`config.mk`:
```
export PLATFORM = sky130hd
export DESIGN_NAME = wcid_decoder
export DESIGN_NICKNAME = d
export VERILOG_FILES = /design/src/verilog/wcid_debounce.v /design/src/verilog/wcid_decoder.v
export VERILOG_INCLUDE_DIRS = /design/src /design/src/verilog
export SDC_FILE = /design/constraint.sdc
export NUM_CORES = 1
export LEC_CHECK = 0
export ABC_CLOCK_PERIOD_IN_PS = 2100
export BUFFER_PORTS_ARGS = -buffer_cell sky130_fd_sc_hd__buf_2
export CAP_MARGIN = 10
export CORE_MARGIN = 1
export CORE_UTILIZATION = 45
export CTS_CLUSTER_DIAMETER = 40
export DETAILED_ROUTE_END_ITERATION = 16
export PLACE_DENSITY = 0.61
export SYNTH_ARGS = -nofsm -noshare
export SYNTH_HDL_FRONTEND = slang
export SYNTH_HIERARCHICAL = 1
export SYNTH_SLANG_ARGS = --single-unit
```
`constraint.sdc`:
```
create_clock -name clk -period 2.1 [get_ports clk]
set_clock_uncertainty 0.2 [all_clocks]
set_input_delay 0.105 -clock clk [delete_from_list [all_inputs] [get_ports clk]]
set_output_delay 0.105 -clock clk [all_outputs]
set_load 0.005 [all_outputs]
```
`src/verilog/wcid_map.vh`:
```
// constants for the weld control input decoder
`ifndef WCID_MAP_VH
`define WCID_MAP_VH
`define WCID_CLK_HZ 20000000
`define WCID_DEBOUNCE_US 5000
// 5 ms at 20 MHz, sized to the counter width so the parameter takes it without truncation
`define WCID_DEBOUNCE_CYC 17'h186A0
`define WCID_CNT_W 17
`define WCID_N_IN 9
`define WCID_BIT_ISO_OPER 0
`define WCID_BIT_SW_OPER 1
`define WCID_BIT_STOP 2
`define WCID_BIT_PRESS 3
`define WCID_BIT_HPPRES 4
`define WCID_BIT_SEL0 5
`define WCID_BIT_SEL2 7
`define WCID_BIT_LOCK 8
`define WCID_SEL_RESET 3'h0
`define WCID_FILE_RESET 4'h1
`endif
```
`src/verilog/wcid_debounce.v`:
```
// synchroniser and debounce filter for one contact-closure input
`timescale 1ns/1ps
`default_nettype none
`include "wcid_map.vh"
module wcid_debounce #(
   parameter [`WCID_CNT_W-1:0] DEBOUNCE_CYC = `WCID_DEBOUNCE_CYC
) (
   input wire clk,
   input wire srst,
   input wire pin_n,
   output reg level
);
   reg sync_a;
   reg sync_b;
   reg [`WCID_CNT_W-1:0] count;
   // grounded pin means asserted, open (pulled high) means idle
   always @(posedge clk) begin
      if (srst) begin
         sync_a <= 1'b0;
         sync_b <= 1'b0;
         count <= {`WCID_CNT_W{1'b0}};
         level <= 1'b0;
      end else begin
         sync_a <= ~pin_n;
         sync_b <= sync_a;
         // level moves only after the new value held a full window
         if (sync_b == level) begin
            count <= {`WCID_CNT_W{1'b0}};
         end else if (count >= DEBOUNCE_CYC - 1'b1) begin
            count <= {`WCID_CNT_W{1'b0}};
            level <= sync_b;
         end else begin
            count <= count + 1'b1;
         end
      end
   end
endmodule // wcid_debounce
`default_nettype wire

```
`src/verilog/wcid_decoder.v`:
```
// decoder of the discrete automation control inputs
`timescale 1ns/1ps
`default_nettype none
`include "wcid_map.vh"
module wcid_decoder #(
   parameter [`WCID_CNT_W-1:0] DEBOUNCE_CYC = `WCID_DEBOUNCE_CYC
) (
   input wire clk,
   input wire srst,
   input wire iso_operate_n,
   input wire switch_operate_request_n,
   input wire auto_stop_n,
   input wire press_control_n,
   input wire hand_probe_present_n,
   input wire [2:0] setup_select_n,
   input wire panel_lock_n,
   input wire stop_meaning_jumper,
   input wire press_board_fitted,
   input wire multi_probe_controller_fitted,
   input wire probe_selector_ready,
   input wire test_key,
   input wire settings_write_req,
   output reg operate_start,
   output reg operate_active,
   output reg sequence_stop,
   output reg end_of_weld,
   output reg thruster_down,
   output reg hand_probe_present,
   output reg [2:0] setup_select,
   output reg [3:0] setup_file,
   output reg [2:0] probe_select,
   output reg multi_probe_controller_en,
   output reg test_key_en,
   output reg settings_write_en,
   output reg panel_locked
);
   wire [`WCID_N_IN-1:0] raw_n;
   wire [`WCID_N_IN-1:0] clean;
   reg operate_prev;
   reg stop_prev;
   wire any_operate;
   wire stop_edge;

   // stop_meaning_jumper: 0 = automation stop, 1 = end of weld
   function [3:0] file_of;
      input [2:0] sel;
      begin
         file_of = {1'b0, sel} + 4'h1;
      end
   endfunction

   assign raw_n = {panel_lock_n, setup_select_n, hand_probe_present_n,
                   press_control_n, auto_stop_n, switch_operate_request_n,
                   iso_operate_n};

   genvar g;
   generate
      for (g = 0; g < `WCID_N_IN; g = g + 1) begin : g_in
         wcid_debounce #(
            .DEBOUNCE_CYC(DEBOUNCE_CYC)
         ) u_db (
            .clk(clk),
            .srst(srst),
            .pin_n(raw_n[g]),
            .level(clean[g])
         );
      end
   endgenerate

   // either operate input has the same effect
   assign any_operate = clean[`WCID_BIT_ISO_OPER] | clean[`WCID_BIT_SW_OPER];
   assign stop_edge = clean[`WCID_BIT_STOP] & ~stop_prev;

   always @(posedge clk) begin
      if (srst) begin
         operate_prev <= 1'b0;
         stop_prev <= 1'b0;
         operate_start <= 1'b0;
         operate_active <= 1'b0;
         sequence_stop <= 1'b0;
         end_of_weld <= 1'b0;
         thruster_down <= 1'b0;
         hand_probe_present <= 1'b0;
         setup_select <= `WCID_SEL_RESET;
         setup_file <= `WCID_FILE_RESET;
         probe_select <= `WCID_SEL_RESET;
         multi_probe_controller_en <= 1'b0;
         test_key_en <= 1'b0;
         settings_write_en <= 1'b0;
         panel_locked <= 1'b0;
      end else begin
         operate_prev <= any_operate;
         stop_prev <= clean[`WCID_BIT_STOP];
         // rising edge of the merged request starts one sequence
         operate_start <= any_operate & ~operate_prev & ~clean[`WCID_BIT_STOP];
         // a stop held down wins over a new start, so a stuck stop blocks welding
         if (any_operate & ~operate_prev & ~clean[`WCID_BIT_STOP]) begin
            operate_active <= 1'b1;
         end else if (clean[`WCID_BIT_STOP] | ~any_operate) begin
            operate_active <= 1'b0;
         end
         sequence_stop <= stop_edge & ~stop_meaning_jumper;
         end_of_weld <= stop_edge & stop_meaning_jumper;
         // press only if board fitted and no probe controller
         thruster_down <= press_board_fitted & ~multi_probe_controller_fitted
                          & clean[`WCID_BIT_PRESS];
         hand_probe_present <= clean[`WCID_BIT_HPPRES];
         // grounded bit reads one, bit 0 is lsb
         setup_select <= clean[`WCID_BIT_SEL2:`WCID_BIT_SEL0];
         setup_file <= file_of(clean[`WCID_BIT_SEL2:`WCID_BIT_SEL0]);
         // probe controller disabled if a press board is also claimed
         multi_probe_controller_en <= multi_probe_controller_fitted & ~press_board_fitted;
         if (multi_probe_controller_fitted & ~press_board_fitted & probe_selector_ready) begin
            probe_select <= clean[`WCID_BIT_SEL2:`WCID_BIT_SEL0];
         end
         panel_locked <= clean[`WCID_BIT_LOCK];
         test_key_en <= test_key & ~clean[`WCID_BIT_LOCK];
         settings_write_en <= settings_write_req & ~clean[`WCID_BIT_LOCK];
      end
   end
endmodule // wcid_decoder
`default_nettype wire

```
==> impl_metrics.yaml <==
run_status:
  run_status: "complete, no violations"
synth:
  synth.cells.most_frequent: "dfxtp_1, nor2_1, xor2_1, nand3_1, nand2_1"
  synth_top_area_cell: "dfxtp_1"
  synth-edff-count: 0
  synth_top_area_share_pct: 46.9
  synth_most_common_cell: "dfxtp_1"
  seq_area_frac_synth_pct: 46.9
  synth-seq-cells: 202
  post_synth_inst_count: 917
  avg_inst_size_synth_um2: 9.40
  synth.distinct_cells: 34
  mappedNetlistNets: 944
  synthTopCellsByArea: "dfxtp_1, xor2_1, nor2_1"
  synth-async-reset-ratio_pct: 0
  mappedNetlistArea_um2: 8620
  ys.flop_type: "dfxtp_1"
  yosysWarnings: 6
clock_tree:
  cts_buffer_depth: 3
  cts_htree_levels: 2
  clock_tree_from_tritoncts: "built"
  clk_pin_slew_ns: 0.05
  clock_tree.root_cell: "clkbuf_16"
  numCtsBuffers: 34
  clk-insertion-delay-late_ns: 0.49
  post-cts-setup-buffer-count: 0
  tritoncts_num_sinks: 202
floorplan:
  die_area_um2: 19700
  floorplan.die.height_um: 140
  die-width_um: 140
  initial_utilization_pct: 45.9
  num_io_pins: 37
  design.core.area_um2: 18800
  floorplan.rows: 50
detailed_routing:
  firstDrtPassIters: 4
  wl_per_cell_um: 11.9
  totalWireLength_mm: 15.0
  number_of_vias_per_cell_after_detailed_routing: 4.91
  drc: 0
  vias: 6218
  post_route_ant_nets: 0
  dr.first_iter.drc_count: 193
setup_path:
  r2r_cells: 6
  cp_num_cells: 6
  critical_path.startpoint_type: "register"
  timing.critical_path.arrival_ns: 2.03
  critPathMaxFanout: 4
  worstPathCellList: "ha_1 -> nand4_1 -> nor3_1 -> nand4_1 -> xor2_1 -> nor2_1"
  setup.worst_path.start: "g_in[2].u_db/count[0]$_SDFF_PP0_"
  critical_path.top_delay_family: "simple AND/OR/NAND/NOR gates"
  critical_path.slowest_cell: "nor3_1"
  timing.critical_path.required_ns: 2.27
  critPathBufInv: 0
  timing_worst_setup_path_type: "reg -> reg"
  slowest_delay_ns: 0.38
  critical_path.endpoint_type: "register"
  cpMostUsedCell: "nand4_1"
  regToRegStartpoint: "g_in[2].u_db/count[0]$_SDFF_PP0_"
sta:
  final.setup.tns_ns: 0
  report.final.setup_viol: 0
  final.min_clock_period_ns: 1.87
  setup_slack_ns: 0.235
  rsz0062_at_grt: "false"
  worst-slew-pin-transition_ns: 0.491
  maxSlewHeadroom_pct: 67.0
  fin_crit_sh_pct: 88.8
  maxClockFrequency_mhz: 536
  timing.final.hold_violations: 0
  worst_hold_slack_across_all_endpoints_ns: 0.104
  timing.final.max_slew_violations: 0
placement:
  gpl.final_weighted_congestion: 0.772
  numPortBuffers: 36
  hpwlAfterDp_mm: 9.96
  pre_cts_slack_ns: 0.237
global_routing:
  grt_first_pass_wirelength_mm: 26.0
  first_global_vias: 5786
  grt_start_max_net_pins: 18
  number_of_antenna_violations_at_the_first_check_in_global_routing: 0
  remaining_overflow_grt: 0
  global_route.usage.total_pct: 15.8
power:
  finalPower_mw: 9.84
  power.density_nw_per_um2: 937
  static-leakage-power_nw: 3.77
  vdd_ir_drop_max_v: 0.000702
min_path:
  holdCritStartpoint: "hand_probe_present_n"
  min_path_type: "in -> reg"
  min_delay_path_depth: 3
final_layout:
  insertedDiodeCount: 0
  post_route_cells_drive_above_1_share_pct: 16.6
  fill_cells: 1695
  syn2layout_area_growth_pct: 21.8
  finish.net_count: 1035
flow_run:
  drv_cap: 0
flip-flops by register name, summed over array words and instances, names as in the netlist:
register,flops
settings_write_en,1
setup_select,3
test_key_en,1
sequence_stop,1
g_in.u_db/sync_a,9
thruster_down,1
panel_locked,1
g_in.u_db/count,153
setup_file,4
multi_probe_controller_en,1
hand_probe_present,1
operate_active,1
stop_prev,1
end_of_weld,1
operate_start,1
g_in.u_db/level,9
probe_select,3
g_in.u_db/sync_b,9
operate_prev,1
tightest hold or removal path, delay by kind of cell:
| family | cells | cell delay [ns] |
|---|---|---|
| buffers and inverters | 2 | 0.61 |
| AND/OR/NAND/NOR | 1 | 0.03 |
timing repair:
item,CTS,global route
hold endpoints to repair,34,0
hold buffers,24,0
resized for setup,0,0
power breakdown:
group	leakage, nW	internal [mW]	switching [mW]
clock	0.590	3.96	1.85
combinational	1.54	0.0747	0.0774
sequential	1.63	3.86	0.0128
kinds of logic after synthesis:
kind of cell	synth area share, %
xor+xnor	13.8
simple gates	29.8
mux	0.377
fa+ha+maj	1.45
compound gates	5.05
flops	46.9
buf+inv	2.57
path summary, 6_finish.rpt:
| path | endpoint | slack [ns] |
|---|---|---|
| worst max-delay path | g_in[2].u_db/count[14]$_SDFF_PP0_ | 0.23 |
| worst min-delay path | g_in[4].u_db/sync_a$_SDFF_PP0_ | 0.10 |
| worst max register to register | g_in[2].u_db/count[14]$_SDFF_PP0_ | 0.23 |
| worst min register to register | operate_start$_SDFF_PP0_ | 0.20 |
per-stage QoR:
step           utilization [%]  area (um^2)  instances
6_report                  55.9        10500       1266
5_1_grt                   55.9        10500       1266
4_1_cts                   55.9        10500       1266
3_5_place_dp              48.1         9030       1182
3_3_place_gp              48.1         9030       1182
2_1_floorplan                -         8620        917
routing by layer:
layer	routed length, um	GRT usage [%]	up-vias
met3	480	3.35	32
li1	-	-	3293
met1	7590	20.6	2823
met2	6600	25.2	70
met4	345	6.59	0
met5	0	0	-
area by class of cell:
type	instances	area, um^2	share of cell area (%)
flip-flops and latches	202	4040	38.5
clock inverters	15	230	2.19
well taps	234	293	2.79
multi-input cells	676	4360	41.5
repair buffers	65	470	4.48
inverters	29	109	1.04
clock buffers	45	996	9.49
placed cells by master, fill, tap and decap left out, types with 9 or more instances in the layout:
| cell | Yosys | layout |
|---|---|---|
| dfxtp_1 | 202 | 202 |
| nor2_1 | 199 | 199 |
| xor2_1 | 90 | 90 |
| nand3_1 | 72 | 72 |
| nand2_1 | 63 | 63 |
| xnor2_1 | 46 | 46 |
| clkbuf_16 | 0 | 37 |
| nand4_1 | 36 | 36 |
| buf_2 | 0 | 36 |
| nor3_1 | 29 | 29 |
| inv_1 | 28 | 28 |
| dlygate4sd3_1 | 0 | 24 |
| and3_1 | 18 | 18 |
| nor2b_1 | 16 | 16 |
| ha_1 | 10 | 10 |
| nor4_4 | 9 | 9 |
| a21oi_2 | 9 | 9 |
| a21oi_4 | 9 | 9 |
| nand4_4 | 9 | 9 |
| nor2_2 | 9 | 9 |
| and4_2 | 9 | 9 |
| a21oi_1 | 9 | 9 |
| a41o_2 | 9 | 9 |
| a31oi_1 | 9 | 9 |
No activity file was read; power rests on OpenSTA's default activity.
